**config.mk**
```make
export PLATFORM = sky130hd
export DESIGN_NAME = ac_link_host
export DESIGN_NICKNAME = d
export VERILOG_FILES = /design/src/rtl/ac_link_host.v /design/src/rtl/ac_pin_sync.v /design/src/rtl/ac_in_capture.v
export VERILOG_INCLUDE_DIRS = /design/src /design/src/rtl
export SDC_FILE = /design/constraint.sdc
export NUM_CORES = 1
export LEC_CHECK = 0
export ABC_AREA = 1
export BUFFER_PORTS_ARGS = -buffer_cell sky130_fd_sc_hd__buf_2
export CAP_MARGIN = 20
export CORE_MARGIN = 1.5
export CORE_UTILIZATION = 60
export CTS_CLUSTER_SIZE = 10
export DETAILED_ROUTE_END_ITERATION = 16
export GPL_ROUTABILITY_DRIVEN = 1
export PLACE_DENSITY = 0.75
export SYNTH_ARGS = -nofsm -noshare
export SYNTH_HDL_FRONTEND = slang
export SYNTH_SLANG_ARGS = --single-unit
```
**constraint.sdc**
```tcl
create_clock -name sys_clk -period 20.5 [get_ports sys_clk]
set_input_delay 4.1 -clock sys_clk [delete_from_list [all_inputs] [get_ports sys_clk]]
set_output_delay 4.1 -clock sys_clk [all_outputs]
set_load 0.05 [all_outputs]
```
**src/rtl/ac_link_defs.vh**
```
// Constants for the AC-Link host controller: register map, field
// positions, reset values and frame geometry.
// Assumes inclusion by bare name from the rtl/ design files.
`ifndef AC_LINK_DEFS_VH
`define AC_LINK_DEFS_VH

// Link rates; the frame length in bit clocks is derived from them
`define BIT_CLK_HZ 12288000
`define FRAME_HZ 48000
`define FRAME_LEN (`BIT_CLK_HZ / `FRAME_HZ)
`define SYNC_HIGH_BITS 8'd16
`define TAG_BITS 5'd16
`define SLOT_BITS 5'd20
`define LAST_SLOT 4'd12

// Host-side register byte addresses
`define REG_CTRL 8'h00
`define REG_CMD 8'h04
`define REG_STATUS 8'h08
`define REG_RDATA 8'h0C
`define REG_PCM_L 8'h10
`define REG_PCM_R 8'h14
`define REG_IN_TAG 8'h18
`define REG_ADC_L 8'h1C
`define REG_ADC_R 8'h20

// CTRL fields
`define CTRL_LINK_EN 0
`define CTRL_PCM_EN 1
`define CTRL_ID_LO 2
`define CTRL_ID_HI 3
`define CTRL_RESET 4'h0

// CMD fields as written by software
`define CMD_W_RD 23
`define CMD_W_IDX_HI 22
`define CMD_W_IDX_LO 16

// STATUS fields
`define ST_READ_DONE 0
`define ST_UNDERRUN 1
`define ST_CMD_PEND 2
`define ST_SAMPLE_RDY 3
`define ST_REQ_L 4
`define ST_REQ_R 5
`define ST_WAIT_RD 6

// Slot 0 tag bits
`define TAG_FRAME_VALID 15
`define TAG_CMD_ADDR 14
`define TAG_CMD_DATA 13
`define TAG_PCM_L 12
`define TAG_PCM_R 11

// Slot 1 fields
`define SLOT1_RD 19
`define SLOT1_IDX_HI 18
`define SLOT1_IDX_LO 12
`define SLOT_REQUEST_FLAG_L 11
`define SLOT_REQUEST_FLAG_R 10

`endif

```
**src/rtl/ac_link_host.v**
```verilog
// AC-Link host controller: frames the codec-supplied bit clock, sends
// tag, command and PCM slots, and captures tag, status and ADC slots.
// Assumes the codec drives bit_clk and sdata_in; software uses a plain
// strobe port with read data one cycle after the read strobe.
`timescale 1ns/100ps
`default_nettype none
`include "ac_link_defs.vh"
module ac_link_host (
  // Clock and reset
  input wire sys_clk,
  input wire sys_rst,
  // Software register port
  input wire [7:0] addr,
  input wire [31:0] wdata,
  input wire wr_stb,
  input wire rd_stb,
  output reg [31:0] rdata,
  // AC-Link pins
  input wire bit_clk,
  input wire sdata_in,
  output reg sync,
  output reg sdata_out
);
  // Frame length kept in an integer first, then cut to the counter width on purpose
  localparam integer FRAME_CLKS = `FRAME_LEN;
  localparam [8:0] FRAME_LEN = FRAME_CLKS[8:0];
  localparam [7:0] LAST_POS = FRAME_LEN[7:0] - 8'd1;

  wire bit_rise;
  wire bit_fall;
  wire din;
  wire [19:0] in_word;
  wire [3:0] in_slot;
  wire in_stb;

  // Software-visible state
  reg [3:0] ctrl_ff;
  reg [23:0] cmd_ff;
  reg cmd_pend_ff;
  reg [19:0] pcm_l_ff;
  reg [19:0] pcm_r_ff;
  reg sample_rdy_ff;
  reg read_done_ff;
  reg underrun_ff;
  reg wait_rd_ff;
  reg [6:0] rd_idx_ff;
  reg [15:0] rd_data_ff;
  reg [6:0] rd_ret_idx_ff;
  reg [15:0] in_tag_ff;
  reg [19:0] in_addr_ff;
  reg [19:0] adc_l_ff;
  reg [19:0] adc_r_ff;
  reg req_l_ff;
  reg req_r_ff;

  // Frame engine state
  reg started_ff;
  reg [7:0] pos_ff;
  reg [19:0] sh_ff;
  reg [4:0] left_ff;
  reg [3:0] out_slot_ff;
  reg fr_cmd_ff;
  reg fr_rd_ff;
  reg [6:0] fr_idx_ff;
  reg [15:0] fr_data_ff;
  reg fr_pcm_ff;
  reg [19:0] fr_l_ff;
  reg [19:0] fr_r_ff;

  // Decisions taken at the frame boundary
  reg frame_start;
  reg take_cmd;
  reg need_pcm;
  reg send_pcm;
  reg primary;
  reg [15:0] nxt_tag;
  reg [3:0] nxt_slot;
  reg [19:0] nxt_slot_word;
  reg [31:0] nxt_rdata;
  reg capture_stb;
  reg [7:0] fall_idx;

  ac_pin_sync u_pin_sync (
    .sys_clk(sys_clk),
    .sys_rst(sys_rst),
    .bit_clk(bit_clk),
    .sdata_in(sdata_in),
    .bit_rise(bit_rise),
    .bit_fall(bit_fall),
    .data_sync(din)
  );

  ac_in_capture u_in_capture (
    .sys_clk(sys_clk),
    .sys_rst(sys_rst),
    .fall_stb(capture_stb),
    .din(din),
    .bit_idx(fall_idx),
    .word(in_word),
    .word_slot(in_slot),
    .word_stb(in_stb)
  );

  always @* begin
    frame_start = ctrl_ff[`CTRL_LINK_EN] & bit_rise & (pos_ff == 8'h00);
    take_cmd = cmd_pend_ff;
    // A stereo pair goes out when either slot was requested last frame
    // Clearing pcm_en stops the sample source ahead of a channel power-down
    need_pcm = ctrl_ff[`CTRL_PCM_EN] & (req_l_ff | req_r_ff);
    send_pcm = need_pcm & sample_rdy_ff;
    primary = (ctrl_ff[`CTRL_ID_HI:`CTRL_ID_LO] == 2'b00);
    nxt_tag = 16'h0000;
    nxt_tag[`TAG_FRAME_VALID] = take_cmd | send_pcm;
    nxt_tag[`TAG_CMD_ADDR] = take_cmd & primary;
    nxt_tag[`TAG_CMD_DATA] = take_cmd & primary;
    nxt_tag[`TAG_PCM_L] = send_pcm;
    nxt_tag[`TAG_PCM_R] = send_pcm;
    if (take_cmd) begin
      nxt_tag[1:0] = ctrl_ff[`CTRL_ID_HI:`CTRL_ID_LO];
    end
    // Receiver side samples at falls; index of the bit on the line
    fall_idx = pos_ff - 8'd2;
    capture_stb = bit_fall & started_ff & ctrl_ff[`CTRL_LINK_EN];
  end

  // Next slot contents; untagged slots stay zero, except slots 1 and 2 which carry a command under a secondary codec ID
  always @* begin
    nxt_slot = out_slot_ff + 4'h1;
    nxt_slot_word = 20'h00000;
    case (nxt_slot)
      4'd1: begin
        if (fr_cmd_ff) begin
          nxt_slot_word = {fr_rd_ff, fr_idx_ff, 12'h000};
        end
      end
      4'd2: begin
        if (fr_cmd_ff && !fr_rd_ff) begin
          nxt_slot_word = {fr_data_ff, 4'h0};
        end
      end
      4'd3: begin
        if (fr_pcm_ff) begin
          nxt_slot_word = fr_l_ff;
        end
      end
      4'd4: begin
        if (fr_pcm_ff) begin
          nxt_slot_word = fr_r_ff;
        end
      end
      default: begin
        nxt_slot_word = 20'h00000;
      end
    endcase
  end

  // Serial frame engine, stepped on detected bit clock rises
  always @(posedge sys_clk or posedge sys_rst) begin
    if (sys_rst) begin
      started_ff <= 1'b0;
      pos_ff <= 8'h00;
      sh_ff <= 20'h00000;
      left_ff <= 5'h00;
      out_slot_ff <= 4'h0;
      sync <= 1'b0;
      sdata_out <= 1'b0;
      fr_cmd_ff <= 1'b0;
      fr_rd_ff <= 1'b0;
      fr_idx_ff <= 7'h00;
      fr_data_ff <= 16'h0000;
      fr_pcm_ff <= 1'b0;
      fr_l_ff <= 20'h00000;
      fr_r_ff <= 20'h00000;
    end else if (!ctrl_ff[`CTRL_LINK_EN]) begin
      // Link idle: sync and data held low
      started_ff <= 1'b0;
      pos_ff <= 8'h00;
      sh_ff <= 20'h00000;
      left_ff <= 5'h00;
      sync <= 1'b0;
      sdata_out <= 1'b0;
    end else if (bit_rise) begin
      started_ff <= 1'b1;
      pos_ff <= (pos_ff == LAST_POS) ? 8'h00 : pos_ff + 8'h01;
      sync <= (pos_ff < `SYNC_HIGH_BITS);
      sdata_out <= sh_ff[19];
      if (pos_ff == 8'h00) begin
        sh_ff <= {nxt_tag, 4'h0};
        left_ff <= `TAG_BITS;
        out_slot_ff <= 4'h0;
        fr_cmd_ff <= take_cmd;
        fr_rd_ff <= cmd_ff[`CMD_W_RD];
        fr_idx_ff <= cmd_ff[`CMD_W_IDX_HI:`CMD_W_IDX_LO];
        fr_data_ff <= cmd_ff[15:0];
        fr_pcm_ff <= send_pcm;
        fr_l_ff <= pcm_l_ff;
        fr_r_ff <= pcm_r_ff;
      end else if (left_ff == 5'h01 && out_slot_ff != `LAST_SLOT) begin
        sh_ff <= nxt_slot_word;
        left_ff <= `SLOT_BITS;
        out_slot_ff <= nxt_slot;
      end else begin
        sh_ff <= {sh_ff[18:0], 1'b0};
        left_ff <= left_ff - 5'h01;
      end
    end
  end

  // Register file; hardware sets are written last so they win
  always @(posedge sys_clk or posedge sys_rst) begin
    if (sys_rst) begin
      ctrl_ff <= `CTRL_RESET;
      cmd_ff <= 24'h000000;
      cmd_pend_ff <= 1'b0;
      pcm_l_ff <= 20'h00000;
      pcm_r_ff <= 20'h00000;
      sample_rdy_ff <= 1'b0;
      read_done_ff <= 1'b0;
      underrun_ff <= 1'b0;
      wait_rd_ff <= 1'b0;
      rd_idx_ff <= 7'h00;
      rd_data_ff <= 16'h0000;
      rd_ret_idx_ff <= 7'h00;
      in_tag_ff <= 16'h0000;
      in_addr_ff <= 20'h00000;
      adc_l_ff <= 20'h00000;
      adc_r_ff <= 20'h00000;
      req_l_ff <= 1'b1;
      req_r_ff <= 1'b1;
    end else begin
      // Frame boundary consumes the pending command and sample
      if (frame_start) begin
        if (take_cmd) begin
          cmd_pend_ff <= 1'b0;
          if (cmd_ff[`CMD_W_RD]) begin
            wait_rd_ff <= 1'b1;
            rd_idx_ff <= cmd_ff[`CMD_W_IDX_HI:`CMD_W_IDX_LO];
          end
        end
        if (send_pcm) begin
          sample_rdy_ff <= 1'b0;
        end
      end
      if (wr_stb) begin
        case (addr)
          `REG_CTRL: begin
            ctrl_ff <= wdata[3:0];
          end
          `REG_CMD: begin
            cmd_ff <= wdata[23:0];
            cmd_pend_ff <= 1'b1;
          end
          `REG_STATUS: begin
            if (wdata[`ST_READ_DONE]) begin
              read_done_ff <= 1'b0;
            end
            if (wdata[`ST_UNDERRUN]) begin
              underrun_ff <= 1'b0;
            end
          end
          `REG_PCM_L: begin
            pcm_l_ff <= wdata[19:0];
          end
          `REG_PCM_R: begin
            // Writing the right sample completes the pair
            pcm_r_ff <= wdata[19:0];
            sample_rdy_ff <= 1'b1;
          end
          default: begin
          end
        endcase
      end
      if (frame_start && need_pcm && !sample_rdy_ff) begin
        underrun_ff <= 1'b1;
      end
      if (in_stb) begin
        case (in_slot)
          4'd0: begin
            in_tag_ff <= in_word[15:0];
          end
          4'd1: begin
            in_addr_ff <= in_word;
            // Active-low requests feed the next output frame
            req_l_ff <= ~in_word[`SLOT_REQUEST_FLAG_L];
            req_r_ff <= ~in_word[`SLOT_REQUEST_FLAG_R];
          end
          4'd2: begin
            if (wait_rd_ff && in_tag_ff[`TAG_CMD_ADDR] && in_tag_ff[`TAG_CMD_DATA]
                && in_addr_ff[`SLOT1_IDX_HI:`SLOT1_IDX_LO] == rd_idx_ff) begin
              rd_data_ff <= in_word[19:4];
              rd_ret_idx_ff <= in_addr_ff[`SLOT1_IDX_HI:`SLOT1_IDX_LO];
              read_done_ff <= 1'b1;
              wait_rd_ff <= 1'b0;
            end
          end
          4'd3: begin
            if (in_tag_ff[`TAG_PCM_L]) begin
              adc_l_ff <= in_word;
            end
          end
          4'd4: begin
            if (in_tag_ff[`TAG_PCM_R]) begin
              adc_r_ff <= in_word;
            end
          end
          default: begin
          end
        endcase
      end
    end
  end

  // Read mux; unmapped addresses read zero
  always @* begin
    nxt_rdata = 32'h00000000;
    case (addr)
      `REG_CTRL: nxt_rdata = {28'h0000000, ctrl_ff};
      `REG_CMD: nxt_rdata = {8'h00, cmd_ff};
      `REG_STATUS: nxt_rdata = {25'h0000000, wait_rd_ff, req_r_ff, req_l_ff,
                                sample_rdy_ff, cmd_pend_ff, underrun_ff, read_done_ff};
      `REG_RDATA: nxt_rdata = {9'h000, rd_ret_idx_ff, rd_data_ff};
      `REG_PCM_L: nxt_rdata = {12'h000, pcm_l_ff};
      `REG_PCM_R: nxt_rdata = {12'h000, pcm_r_ff};
      `REG_IN_TAG: nxt_rdata = {16'h0000, in_tag_ff};
      `REG_ADC_L: nxt_rdata = {12'h000, adc_l_ff};
      `REG_ADC_R: nxt_rdata = {12'h000, adc_r_ff};
      default: nxt_rdata = 32'h00000000;
    endcase
  end

  // Read data stands only in the cycle after the strobe
  always @(posedge sys_clk or posedge sys_rst) begin
    if (sys_rst) begin
      rdata <= 32'h00000000;
    end else begin
      rdata <= rd_stb ? nxt_rdata : 32'h00000000;
    end
  end
endmodule
`default_nettype wire

```
**src/rtl/ac_pin_sync.v**
```verilog
// Two-flop synchronisers for the link bit clock and input data pin,
// plus edge detection of the synchronised bit clock.
// Assumes bit clock well below half of sys_clk.
`timescale 1ns/100ps
`default_nettype none
module ac_pin_sync (
  // Clock and reset
  input wire sys_clk,
  input wire sys_rst,
  // Pins
  input wire bit_clk,
  input wire sdata_in,
  // Synchronised results
  output reg bit_rise,
  output reg bit_fall,
  output wire data_sync
);
  wire [1:0] pin_in;
  wire [1:0] pin_sync;
  reg clk_last_ff;

  assign pin_in = {sdata_in, bit_clk};

  genvar i;
  generate
    for (i = 0; i < 2; i = i + 1) begin : g_sync
      reg meta_ff;
      reg sync_ff;
      always @(posedge sys_clk or posedge sys_rst) begin
        if (sys_rst) begin
          meta_ff <= 1'b0;
          sync_ff <= 1'b0;
        end else begin
          meta_ff <= pin_in[i];
          sync_ff <= meta_ff;
        end
      end
      assign pin_sync[i] = sync_ff;
    end
  endgenerate

  assign data_sync = pin_sync[1];

  // Edges come from the second stage only, never the metastable one
  always @(posedge sys_clk or posedge sys_rst) begin
    if (sys_rst) begin
      clk_last_ff <= 1'b0;
      bit_rise <= 1'b0;
      bit_fall <= 1'b0;
    end else begin
      clk_last_ff <= pin_sync[0];
      bit_rise <= pin_sync[0] & ~clk_last_ff;
      bit_fall <= ~pin_sync[0] & clk_last_ff;
    end
  end
endmodule
`default_nettype wire

```
**src/rtl/ac_in_capture.v**
```verilog
// Deserialiser for the incoming link stream: collects the 16-bit tag
// and the twelve 20-bit slots, MSB first, and hands each word out.
// Assumes one fall_stb per bit and the frame bit index beside it.
`timescale 1ns/100ps
`default_nettype none
module ac_in_capture (
  // Clock and reset
  input wire sys_clk,
  input wire sys_rst,
  // Serial bit in
  input wire fall_stb,
  input wire din,
  input wire [7:0] bit_idx,
  // Word out
  output reg [19:0] word,
  output reg [3:0] word_slot,
  output reg word_stb
);
  reg [18:0] shift_ff;
  reg [4:0] cnt_ff;
  reg [3:0] slot_ff;
  reg [3:0] eff_slot;
  reg [4:0] eff_cnt;
  reg last_bit;

  always @* begin
    eff_slot = (bit_idx == 8'h00) ? 4'h0 : slot_ff;
    eff_cnt = (bit_idx == 8'h00) ? 5'h00 : cnt_ff;
    last_bit = (eff_slot == 4'h0) ? (eff_cnt == `TAG_BITS - 5'd1)
                                  : (eff_cnt == `SLOT_BITS - 5'd1);
  end

  always @(posedge sys_clk or posedge sys_rst) begin
    if (sys_rst) begin
      shift_ff <= 19'h00000;
      cnt_ff <= 5'h00;
      slot_ff <= 4'h0;
      word <= 20'h00000;
      word_slot <= 4'h0;
      word_stb <= 1'b0;
    end else begin
      word_stb <= 1'b0;
      if (fall_stb) begin
        shift_ff <= {shift_ff[17:0], din};
        if (last_bit) begin
          word <= {shift_ff, din};
          word_slot <= eff_slot;
          word_stb <= 1'b1;
          slot_ff <= eff_slot + 4'h1;
          cnt_ff <= 5'h00;
        end else begin
          slot_ff <= eff_slot;
          cnt_ff <= eff_cnt + 5'h01;
        end
      end
    end
  end
endmodule
`default_nettype wire

```
* After elaboration in Yosys (flattened, before gate mapping)
Cells that the tools add are included.
Cells by class: order comparisons 1, equal/unequal tests 23, bitwise gates (word level) 15, multiplexer cells 57, reduce and logical (&&, ||, !) cells 33, add/subtract/negate cells 6
Operator list (number):
- 24-bit case mux with 9 select lines | 1
- 20-bit 2-to-1 mux | 8
- 20-bit case mux with 4 select lines | 1
- 8-bit by 5-bit equality test with 1-bit output, second input constant | 4
- 1-bit 2-to-1 mux | 32
- 32-bit 2-to-1 mux | 1
- 5-bit 2-to-1 mux | 6
- 8-bit logical NOT | 3
- 8-bit 2-to-1 mux | 3
- 3-bit AND reduction | 7
- 4-bit by 2-bit equality test with 1-bit output, second input constant | 4
- 8-bit by 4-bit equality test with 1-bit output, second input constant | 2
- 4-bit 2-to-1 mux | 4
- 2-bit AND reduction | 7
- 1-bit bitwise AND | 9
- 4-bit by 1-bit adder with 4-bit output, second input constant | 2
- 8-bit by 1-bit adder with 8-bit output, second input constant | 1
- 4-bit by 1-bit equality test with 1-bit output, second input constant | 2
- 4-bit by 3-bit equality test with 1-bit output, second input constant | 2
- 8-bit by 3-bit equality test with 1-bit output, second input constant | 1
- 8-bit by 6-bit equality test with 1-bit output, second input constant | 1
- 8-bit equality test, second input constant | 1
- 4-bit logical NOT | 2
- 8-bit by 5-bit < comparator with 1-bit output, second input constant | 1
- other kinds (16) | 30
Word-level totals: bits of input ports 46, flip-flop bits (word level) 378, output and inout bits 34, word-level logic and storage cells 181

* Depth between registers and ports, before layout
Gate-level depths: netlist of the first run.
word-level depth 8, mapped depth 20, gate-level depth less buffers 19

* Cells and area by module
From an unflattened synthesis of the first run, not the netlist that was laid out.
Second synthesis, totals: cells, all modules 1903, area total of the unflattened synthesis 15944.0 um^2
Modules (own cells, without submodules):
- ac_link_host | instances 1, cells an instance 1607, area an instance 13391.6 um^2, seq. area each 7459.7 um^2
- ac_in_capture | instances 1, cells an instance 284, area an instance 2358.5 um^2, seq. area each 1326.3 um^2
- ac_pin_sync | instances 1, cells an instance 12, area an instance 193.9 um^2, seq. area each 175.2 um^2

* Worst setup path after synthesis of the first run
Ideal clock, no wire load.
path type input -> register, start point input port addr[1], end point register cmd_ff[10], library setup time 0.130 ns, setup slack 14.995 ns, cell stages on the path 10, required time 20.370 ns, arrival 5.375 ns, cells stage by stage nor2_1 > inv_1 > nor3_1 > nand2_1 > clkinv_1 > nand2_1 > buf_2 > buf_1 > nand2_1 > o21ai_0
Between the ends: cells in the longest elaborated chain, start to end 2
RTL lines:
- from (decl) | line ac_link_host.v:13 | input wire [7:0] addr,
- 8-bit by 3-bit equality test with 1-bit output | line ac_link_host.v:245 | case (addr)
- 2-bit AND reduction (no line)
- to (signal assigned) | line ac_link_host.v:250 | cmd_ff <= wdata[23:0];
- to (decl) | line ac_link_host.v:38 | reg [23:0] cmd_ff;
No other way between the ends. A chain may end at the register's enable or synchronous reset.

* Final worst setup path of the first run
start point input port addr[5], end point register cmd_ff[23]
The elaborated chain is that of the path after synthesis.

==> results.py, run 1 <==
metrics = {
    "global_route": {
        "grt.total_usage": 0.2960,
        "grt_pass1_vias": 12010,
        "antenna_found_initial": 0,
        "grt_pass1_wl_microns": 62230,
        "overflow": 0,
        "grt_max_degree": 131,
    },
    "sta": {
        "timing.final.crit_share": 0.3067,
        "fin_setup_tns_ps": 0,
        "fin_hold_ws_ps": 348.6,
        "tightest_slew_ps": 944.9,
        "rsz0062_at_grt": "false",
        "hold_viol": 0,
        "relSlewSlack": 0.3685,
        "slew_violations": 0,
        "fmax_mhz": 159.0,
        "period_needed_ps": 6288,
        "setup_viol": 0,
        "finalClockSkew_ps": 13.98,
    },
    "synthesis": {
        "synth_edf_count": 0,
        "syn_inst": 1789,
        "syn_area_sq_um": 15540,
        "ys.flop_type": "dfrtp_1",
        "postSynthAreaPerCell_sq_um": 8.686,
        "async_reset_ff_frac": 1.000,
        "ys.warnings.count": 0,
        "synth_area_leader_cell": "dfrtp_1",
        "synth.yosys.seq_area_share": 0.5767,
        "ys_ff_latch": 358,
        "synth_most_common_cell": "nand2_1",
        "synth_area_leaders": "dfrtp_1 57%, nand2_1 12%, o21ai_0 10%, inv_1 4.6%, nand3_1 2.8%",
        "synthTopCellsByCount": "490 x nand2_1, 356 x dfrtp_1, 324 x o21ai_0",
        "yosysTopAreaCellShare": 0.5733,
        "yosysUniqueCellTypes": 47,
    },
    "setup_path": {
        "crit_path_start_kind": "primary input",
        "reg2reg_from": "pos_ff[2]",
        "worstPathRequired_ps": 20910,
        "cp_cell_sequence": "buf_2 -> inv_1 -> nand2_1 -> nor2_1 -> nand2_1 -> buf_4 -> clkinv_1 -> nand2_1 -> buf_4 -> mux2_2",
        "cp_common_cell": "nand2_1",
        "startpoint": "addr[5]",
        "setup.worst_path.class": "primary input to register",
        "end_kind": "register",
        "critPathTopFamily": "buffers and inverters",
        "cp.arrival_ps": 6700,
        "cp_max_fo": 34,
        "crit_path_max_incr_delay_ps": 620,
        "path_buf_inv": 5,
        "cp_slowest_cell": "nand2_1",
    },
    "routing": {
        "first_iter_violations": 1366,
        "avgViaCountPerCell": 5.707,
        "wl_per_cell_microns": 17.50,
        "wl_microns": 38130,
        "remaining_drc_errors": 0,
        "drt_first_pass_iters": 5,
        "ant_nets": 0,
        "vias": 12440,
    },
    "layout": {
        "postLayoutCoreUtil": 0.6817,
        "fin_nets": 1900,
        "insertedDiodeCount": 0,
        "syn2layout_area_growth_pct": 11.10,
        "fill_cells": 2039,
        "layout-drive-gt1-share": 0.08329,
    },
    "floorplanning": {
        "initial_core_util": 0.6136,
        "fp.dieH_microns": 163.9,
        "fp.dieW_microns": 163.9,
        "io_pins": 80,
        "rows": 58,
        "core_area_sq_um": 25330,
        "die_area_sq_um": 26870,
    },
    "placed_design": {
        "io_buffers": 63,
        "post-dp-hpwl_microns": 25520,
        "gp_congestion": 0.8618,
    },
    "cts": {
        "clk_pin_slew_ps": 50,
        "cts-root-buf": "clkbuf_16",
        "cts-hold-fix-buffers": 0,
        "post_cts_resized": 0,
        "cts_tree": "built",
        "cts_sinks": 358,
        "clk_latency_ps": 530,
        "cts.htree.levels": 2,
        "cts_inserted_buffers": 42,
        "postCtsSetupRepairBufs": 0,
        "clockBufferDepth": 3,
    },
    "worst_hold_path": {
        "min_path_type": "register to register",
        "min_from": "u_pin_sync.g_sync[0].meta_ff",
    },
    "run": {
        "maxCapViolations": 0,
    },
    "pwr": {
        "ir_drop_v": 0.00006260,
        "p_per_area_nw_per_um2": 82.28,
        "power_leakage_nw": 7.978,
    },
    "run_status": {
        "status": "completed",
    },
}
cells in the final DEF, fill, tap and decap left out, types with 3 or more instances in the layout:
master     synthesis  layout
nand2_1          490     490
nand3_1           88      88
clkinv_1           5       4
nand4_1           15      15
nand2_2            4       4
dfrtp_1          356     356
a221oi_1           4       4
inv_1            192     191
a41oi_1            9       9
o21ai_1            7       8
nor3_1             8       7
conb_1             1       8
o32ai_1            3       3
o31ai_1            4       4
buf_2              5      63
a22oi_1            4       4
buf_4              8      21
xnor2_1            6       6
a32o_1             5       5
clkbuf_16          0      43
a21oi_1           45      45
xor2_1             5       4
o21ai_0          324     323
nor2_1            64      62
clkbuf_1          70       9
inv_2              2       3
mux2_2             4       4
ha_1              16      16
o22ai_1           17      17
metrics by stage:
| stage | instances | worst slack, ps | instance area (sq um) | power [mW] |
|---|---|---|---|---|
| floorplan | 1796 | 6470 | 15570 | 0.7722 |
| global placement | 2122 | 13730 | 16100 | 0.7893 |
| detailed placement | 2122 | 13700 | 16100 | 0.7906 |
| CTS | 2177 | 14260 | 17230 | 1.428 |
| global route | 2179 | 13890 | 17260 | 1.467 |
| finish | 2179 | 14210 | 17260 | 1.421 |
per-layer routing:
| metal | track usage | routed length, microns |
|---|---|---|
| met1 | 0.4198 | 16710 |
| met5 | 0 | 0 |
| met2 | 0.4693 | 17990 |
| met4 | 0.09711 | 1028 |
| met3 | 0.04697 | 2401 |
sequential cells by signal, indices dropped and copies added, names as in the netlist, 5 cells and up:
name,flops
cmd_ff,24
rdata,24
adc_l_ff,20
adc_r_ff,20
fr_l_ff,20
fr_r_ff,20
pcm_l_ff,20
pcm_r_ff,20
sh_ff,20
u_in_capture.word,20
u_in_capture.shift_ff,19
fr_data_ff,16
in_tag_ff,16
rd_data_ff,16
pos_ff,8
fr_idx_ff,7
in_addr_ff,7
rd_idx_ff,7
rd_ret_idx_ff,7
left_ff,5
u_in_capture.cnt_ff,5
layout make-up:
cell class / instances / area, sq um / share of cell area
Sequential cell: 358 / 8961 / 0.5191
Clock inverter: 3 / 22.52 / 0.001305
Inverter: 199 / 754.5 / 0.04370
Tap cell: 330 / 412.9 / 0.02392
Timing Repair Buffer: 85 / 500.5 / 0.02899
Multi-Input combinational cell: 1152 / 5503 / 0.3187
Clock buffer: 52 / 1110 / 0.06428
final timing paths:
| check | to | slack (ps) | cells after the start |
|---|---|---|---|
| hold / removal | u_pin_sync.g_sync[0].sync_ff | 350 | 0 |
| hold reg to reg | u_pin_sync.g_sync[0].sync_ff | 350 | 0 |
| max in group asynchronous | rd_data_ff[9] | 14380 | 4 |
| setup / recovery | cmd_ff[23] | 14210 | 10 |
| min in group asynchronous | u_in_capture.word[17] | 3770 | 2 |
| setup reg to reg | u_in_capture.word[19] | 17060 | 17 |
kinds of logic after synthesis:
logic type / share of synthesized area
fa+ha+maj: 0.01288
mux: 0.002898
compound gates: 0.1528
xor+xnor: 0.006200
simple gates: 0.1759
buf+inv: 0.07238
flops: 0.5767
other cells: 0.0002413
where the power goes:
part           total, mW  internal (mW)  switching (mW)
Clock              0.641          0.375           0.266
Sequential         0.730          0.720          0.0101
Combinational     0.0494         0.0115          0.0379
Total               1.42           1.11           0.314
No activity file was read; power rests on OpenSTA's default activity.
==> inputs of run 2 (changes only) <==
--- a/config.mk
+++ b/config.mk
@@ -10,11 +10,11 @@
 export BUFFER_PORTS_ARGS = -buffer_cell sky130_fd_sc_hd__buf_2
 export CAP_MARGIN = 20
 export CORE_MARGIN = 1.5
-export CORE_UTILIZATION = 60
+export CORE_UTILIZATION = 55
 export CTS_CLUSTER_SIZE = 10
 export DETAILED_ROUTE_END_ITERATION = 16
 export GPL_ROUTABILITY_DRIVEN = 1
-export PLACE_DENSITY = 0.75
+export PLACE_DENSITY = 0.73
 export SYNTH_ARGS = -nofsm -noshare
 export SYNTH_HDL_FRONTEND = slang
 export SYNTH_SLANG_ARGS = --single-unit
==> constraint.sdc (replaced) <==
create_clock -name sys_clk -period 5.2 [get_ports sys_clk]
set_input_delay 1.04 -clock sys_clk [delete_from_list [all_inputs] [get_ports sys_clk]]
set_output_delay 1.04 -clock sys_clk [all_outputs]
set_load 0.05 [all_outputs]
==> run 2 against run 1 <==
Setup slack worse by 13000 ps; largest power group unchanged; largest cell class unchanged; critical path type is now register to register; non-clock buffer count stayed put; global-route usage is 2.7 points lower.
==> results.py, run 2 (synthesized netlist as in run 1, its figures left out) <==
metrics = {
    "cts": {
        "postCtsSetupRepairBufs": 0,
        "cts-hold-fix-buffers": 0,
        "cts_sinks": 358,
        "clockBufferDepth": 3,
        "cts_tree": "built",
        "cts-root-buf": "clkbuf_16",
        "clk_latency_ps": 530,
        "clk_pin_slew_ps": 50,
        "cts_inserted_buffers": 42,
        "cts.htree.levels": 2,
        "post_cts_resized": 0,
    },
    "layout": {
        "postLayoutCoreUtil": 0.6269,
        "syn2layout_area_growth_pct": 12.08,
        "post-route-cell-area_sq_um": 17420,
        "final_cells": 2230,
        "fill_cells": 2368,
        "layout-drive-gt1-share": 0.08315,
        "fin_nets": 1900,
        "mostFrequentLayoutCells": "490 x nand2_1, 356 x dfrtp_1, 323 x o21ai_0",
        "reg_top3": "cmd_ff x24, rdata x24",
        "insertedDiodeCount": 0,
        "final_common_cell": "nand2_1",
    },
    "floorplanning": {
        "core_area_sq_um": 27780,
        "rows": 61,
        "die_area_sq_um": 29270,
        "io_pins": 80,
        "initial_core_util": 0.5594,
        "fp.dieH_microns": 171.1,
        "fp.dieW_microns": 171.1,
    },
    "pwr": {
        "ir_drop_v": 0.0003566,
        "sw_frac_of_total": 0.2166,
        "power_mw": 5.731,
        "pwr-share-seq": 0.503,
        "p_clk_frac": 0.463,
        "switchingPower_mw": 1.241,
        "comb_power_share": 0.034,
        "p_int_mw": 4.490,
        "power_leakage_nw": 8.016,
        "p_per_area_nw_per_um2": 329.0,
    },
    "setup_path": {
        "critPathTopFamily": "simple AND/OR/NAND/NOR gates",
        "cp_cell_sequence": "inv_1 -> ha_1 -> inv_1 -> nand2_1 -> nand3_1 -> nor2_1 -> nand2_2 -> inv_2 -> nor2_1 -> inv_1 -> ha_1 -> nand2_2 -> nand2_1 -> nand2_2 -> nand3_4 -> nor2_4 -> nand2_1 -> o21ai_1",
        "reg2reg_from": "pos_ff[2]",
        "worstPathRequired_ps": 5640,
        "setup.worst_path.class": "register to register",
        "cp_slowest_cell": "nor2_4",
        "cp.arrival_ps": 3930,
        "crit_path_start_kind": "register",
        "crit_path_max_incr_delay_ps": 740,
        "startpoint": "pos_ff[2]",
        "path_buf_inv": 4,
        "end_kind": "register",
        "cp_max_fo": 49,
    },
    "sta": {
        "slew_violations": 0,
        "setup_ws_ps": 1707,
        "hold_viol": 0,
        "fmax_mhz": 286.3,
        "setup_viol": 0,
        "period_needed_ps": 3493,
        "timing.final.crit_share": 0.6717,
        "fin_hold_ws_ps": 349.2,
        "finalClockSkew_ps": 10.29,
        "fin_setup_tns_ps": 0,
        "relSlewSlack": 0.3072,
        "rsz0062_at_grt": "false",
        "tightest_slew_ps": 1035,
    },
    "placed_design": {
        "post-place-ws_ps": 1601,
        "gp_congestion": 0.8956,
        "place_area_sq_um": 16180,
        "io_buffers": 63,
        "post-dp-hpwl_microns": 26290,
        "dp_cells": 2170,
    },
    "routing": {
        "remaining_drc_errors": 0,
        "wl_microns": 38260,
        "first_iter_violations": 1211,
        "ant_nets": 0,
        "wl_per_cell_microns": 17.16,
        "avgViaCountPerCell": 5.582,
        "drt_first_pass_iters": 6,
        "vias": 12450,
    },
    "run_status": {
        "status": "completed",
    },
    "global_route": {
        "antenna_found_initial": 1,
        "grt_pass1_vias": 11800,
        "grt_max_degree": 174,
        "overflow": 0,
        "grt.total_usage": 0.2691,
        "grt_pass1_wl_microns": 61920,
    },
    "run": {
        "maxCapViolations": 0,
    },
    "worst_hold_path": {
        "min_from": "u_pin_sync.g_sync[0].meta_ff",
        "min_path_type": "register to register",
    },
}
## run 2: changes by cell type in the layout (fill, tap and decap cells not counted), sizes merged
cell      previous run  this run
clkbuf              52        57
clkinv               6         4
inv                196       194
bufinv               0         1
clkinvlp             0         1
## run 2: final timing paths
path                       depth (start not counted)  slack [ps]                            to
max                                               18        1710          u_in_capture.word[4]
min                                                0         350  u_pin_sync.g_sync[0].sync_ff
max reg2reg                                       18        1710          u_in_capture.word[4]
min reg2reg                                        0         350  u_pin_sync.g_sync[0].sync_ff
max in group asynchronous                          3        3400                      rdata[1]
min in group asynchronous                          2         530                 in_tag_ff[13]
## run 2: worst register-to-register path: stages (launching register included)
cell     delay, ps
dfrtp_1        470
inv_1          100
ha_1           200
inv_1           60
nand2_1         40
nand3_1         70
nor2_1          60
nand2_2        250
inv_2          140
nor2_1         230
inv_1          110
ha_1           230
nand2_2        110
nand2_1         70
nand2_2        100
nand3_4        150
nor2_4         740
nand2_1        150
o21ai_1        130
## run 2: metal layers
| layer | track usage | vias to the layer above | routed length (microns) |
|---|---|---|---|
| met4 | 0.09115 | 0 | 1123 |
| met5 | 0 | - | 0 |
| met2 | 0.4286 | 412 | 17950 |
| met3 | 0.03840 | 87 | 2068 |
| li1 | - | 5921 | - |
| met1 | 0.3807 | 6028 | 17120 |
## run 2: power groups by stage
stage / combinational [mW] / sequential [mW] / clock, mW
after global routing: 0.224 / 2.88 / 2.81
after CTS: 0.199 / 2.88 / 2.70
after global placement: 0.192 / 2.93 / 0
after floorplan: 0.133 / 2.91 / 0
final: 0.195 / 2.88 / 2.65
after detailed placement: 0.197 / 2.93 / 0
## run 2: area by class of cell
type / count / area, sq um / area share
multi-input cells: 1152 / 5495 / 0.3155
clock buffers: 57 / 1181 / 0.06782
flip-flops and latches: 358 / 8961 / 0.5145
well taps: 378 / 473.0 / 0.02716
clock inverters: 1 / 30.03 / 0.001724
inverters: 199 / 750.7 / 0.04310
repair buffers: 85 / 525.5 / 0.03017
==> inputs of run 3 (changes only) <==
--- a/config.mk
+++ b/config.mk
@@ -10,11 +10,11 @@
 export BUFFER_PORTS_ARGS = -buffer_cell sky130_fd_sc_hd__buf_2
 export CAP_MARGIN = 20
 export CORE_MARGIN = 1.5
-export CORE_UTILIZATION = 55
+export CORE_UTILIZATION = 60
 export CTS_CLUSTER_SIZE = 10
 export DETAILED_ROUTE_END_ITERATION = 16
 export GPL_ROUTABILITY_DRIVEN = 1
-export PLACE_DENSITY = 0.73
+export PLACE_DENSITY = 0.75
 export SYNTH_ARGS = -nofsm -noshare
 export SYNTH_HDL_FRONTEND = slang
 export SYNTH_SLANG_ARGS = --single-unit
==> constraint.sdc (replaced) <==
create_clock -name sys_clk -period 3.6 [get_ports sys_clk]
set_input_delay 0.72 -clock sys_clk [delete_from_list [all_inputs] [get_ports sys_clk]]
set_output_delay 0.72 -clock sys_clk [all_outputs]
set_load 0.05 [all_outputs]
==> run 3 against run 2 <==
Clock skew rose by 5.3 ps; largest cell class unchanged; setup slack got worse by 1200 ps; routed wire length fell by 0.12%.
==> results.py, run 3 (synthesized netlist as in run 1, its figures left out) <==
metrics = {
    "global_route": {
        "antenna_found_initial": 0,
        "grt.total_usage": 0.2973,
        "grt_max_degree": 82,
        "grt_pass1_vias": 12020,
        "overflow": 0,
        "grt_pass1_wl_microns": 62270,
    },
    "routing": {
        "wl_per_cell_microns": 17.49,
        "remaining_drc_errors": 0,
        "drt_first_pass_iters": 6,
        "avgViaCountPerCell": 5.657,
        "vias": 12360,
        "ant_nets": 0,
        "wl_microns": 38210,
        "first_iter_violations": 1250,
    },
    "layout": {
        "final_common_cell": "nand2_1",
        "fill_cells": 2014,
        "mostFrequentLayoutCells": "490 x nand2_1, 356 x dfrtp_1, 323 x o21ai_0",
        "layout-drive-gt1-share": 0.08571,
        "reg_top3": "cmd_ff x24, rdata x24",
        "insertedDiodeCount": 0,
        "final_cells": 2185,
        "postLayoutCoreUtil": 0.6842,
        "syn2layout_area_growth_pct": 11.51,
        "fin_nets": 1907,
    },
    "floorplanning": {
        "die_area_sq_um": 26870,
        "io_pins": 80,
        "fp.dieW_microns": 163.9,
        "fp.dieH_microns": 163.9,
        "initial_core_util": 0.6136,
        "core_area_sq_um": 25330,
        "rows": 58,
    },
    "sta": {
        "relSlewSlack": 0.3085,
        "hold_viol": 0,
        "timing.final.crit_share": 0.8453,
        "setup_viol": 0,
        "slew_violations": 0,
        "fin_setup_tns_ps": 0,
        "tightest_slew_ps": 1033,
        "fmax_mhz": 328.6,
        "period_needed_ps": 3043,
        "finalClockSkew_ps": 15.62,
        "rsz0062_at_grt": "false",
    },
    "pwr": {
        "ir_drop_v": 0.0003780,
        "p_per_area_nw_per_um2": 466.6,
        "comb_power_share": 0.036,
        "power_leakage_nw": 8.010,
        "p_clk_frac": 0.450,
        "pwr-share-seq": 0.515,
        "p_int_mw": 6.299,
        "sw_frac_of_total": 0.2210,
        "switchingPower_mw": 1.787,
    },
    "worst_hold_path": {
        "min_path_type": "primary input to async pin",
    },
    "cts": {
        "postCtsSetupRepairBufs": 0,
        "cts-hold-fix-buffers": 0,
        "cts-root-buf": "clkbuf_16",
        "clk_pin_slew_ps": 60,
        "cts_inserted_buffers": 41,
        "cts.htree.levels": 2,
        "post_cts_resized": 0,
        "clockBufferDepth": 3,
        "cts_sinks": 358,
        "clk_latency_ps": 530,
        "cts_tree": "built",
    },
    "setup_path": {
        "ff2ff_setup_slack_ps": 560,
        "setup.worst_path.class": "register to register",
        "reg2reg_from": "pos_ff[2]",
        "cp_max_fo": 25,
        "cp_cell_sequence": "inv_1 -> ha_1 -> inv_1 -> nand2_1 -> nand3_1 -> nor2_1 -> nand2_2 -> inv_2 -> nor2_1 -> inv_1 -> ha_1 -> nand2_2 -> nand2_1 -> nand2_2 -> nand3_4 -> nor2_4 -> buf_4 -> nand2_1 -> o21ai_0",
        "cp.arrival_ps": 3480,
        "worstPathRequired_ps": 4040,
        "r2r-end": "u_in_capture.word[13]",
        "end_kind": "register",
        "crit_path_start_kind": "register",
        "crit_path_max_incr_delay_ps": 460,
        "worst-r2r-cell-count": 19,
        "cp_slowest_cell": "dfrtp_1",
    },
    "placed_design": {
        "post-dp-hpwl_microns": 26280,
        "gp_congestion": 0.8895,
        "io_buffers": 63,
        "dp_cells": 2132,
    },
    "run": {
        "maxCapViolations": 0,
    },
    "run_status": {
        "status": "completed",
    },
}
==> run 3: changes by cell type in the layout (fill, tap and decap cells not counted), sizes merged <==
cell	previous run	this run
clkbuf	57	52
buf	85	93
inv	194	195
bufinv	1	0
==> run 3: per-layer routing <==
layer | GRT usage | wire length [microns] | up-vias
met5 | 0 | 0 | -
met3 | 0.04874 | 2291 | 76
met4 | 0.09380 | 1081 | 0
met2 | 0.4806 | 17960 | 382
met1 | 0.4142 | 16880 | 5988
li1 | - | - | 5915
==> run 3: worst max path at each step <==
stage	startpoint	endpoint	slack (ps)	cells after the start
after global placement	pos_ff[2]	u_in_capture.word[8]	670	18
after floorplan	sys_rst	adc_l_ff[0]	-1920	1
after CTS	pos_ff[2]	u_in_capture.word[9]	610	19
final	pos_ff[2]	u_in_capture.word[13]	560	19
after detailed placement	addr[7]	pcm_l_ff[4]	610	10
after global routing	pos_ff[2]	u_in_capture.word[9]	280	19
==> run 3: through the flow <==
| stage | power [mW] | hold slack [ps] | worst slack, ps | area [sq um] |
|---|---|---|---|---|
| floorplan | 4.398 | 331.2 | -1917 | 15570 |
| global placement | 4.507 | 335.6 | 669.9 | 16210 |
| detailed placement | 4.516 | 336.2 | 607.2 | 16210 |
| CTS | 8.125 | 275.3 | 611.2 | 17330 |
| global route | 8.322 | 284.0 | 276.3 | 17330 |
| finish | 8.086 | 266.4 | 556.9 | 17330 |
==> run 3: power groups by stage <==
| stage | Sequential (mW) | Clock, mW | Combinational (mW) |
|---|---|---|---|
| after CTS | 4.16 | 3.68 | 0.291 |
| after floorplan | 4.21 | 0 | 0.192 |
| after global routing | 4.16 | 3.83 | 0.329 |
| final | 4.16 | 3.64 | 0.288 |
| after global placement | 4.22 | 0 | 0.283 |
| after detailed placement | 4.23 | 0 | 0.289 |
==> run 3: area by class of cell <==
cell class	count	area (sq um)	area share
clock buffer	52	1110	0.06404
clock inverter	1	8.758	0.0005054
inverter	199	750.7	0.04332
multi-input combinational	1152	5495	0.3171
sequential	358	8961	0.5171
tap	330	412.9	0.02383
timing repair buffer	93	590.6	0.03408
==> run 3: worst max-delay path: cells and delay by family (launching register included) <==
| family | cells | cell delay [ps] |
|---|---|---|
| flip-flops | 1 | 460 |
| adder cells (fa/ha/maj) | 2 | 420 |
| AO/OA/AOI/OAI | 1 | 90 |
| AND/OR/NAND/NOR | 11 | 1350 |
| buffers and inverters | 5 | 620 |
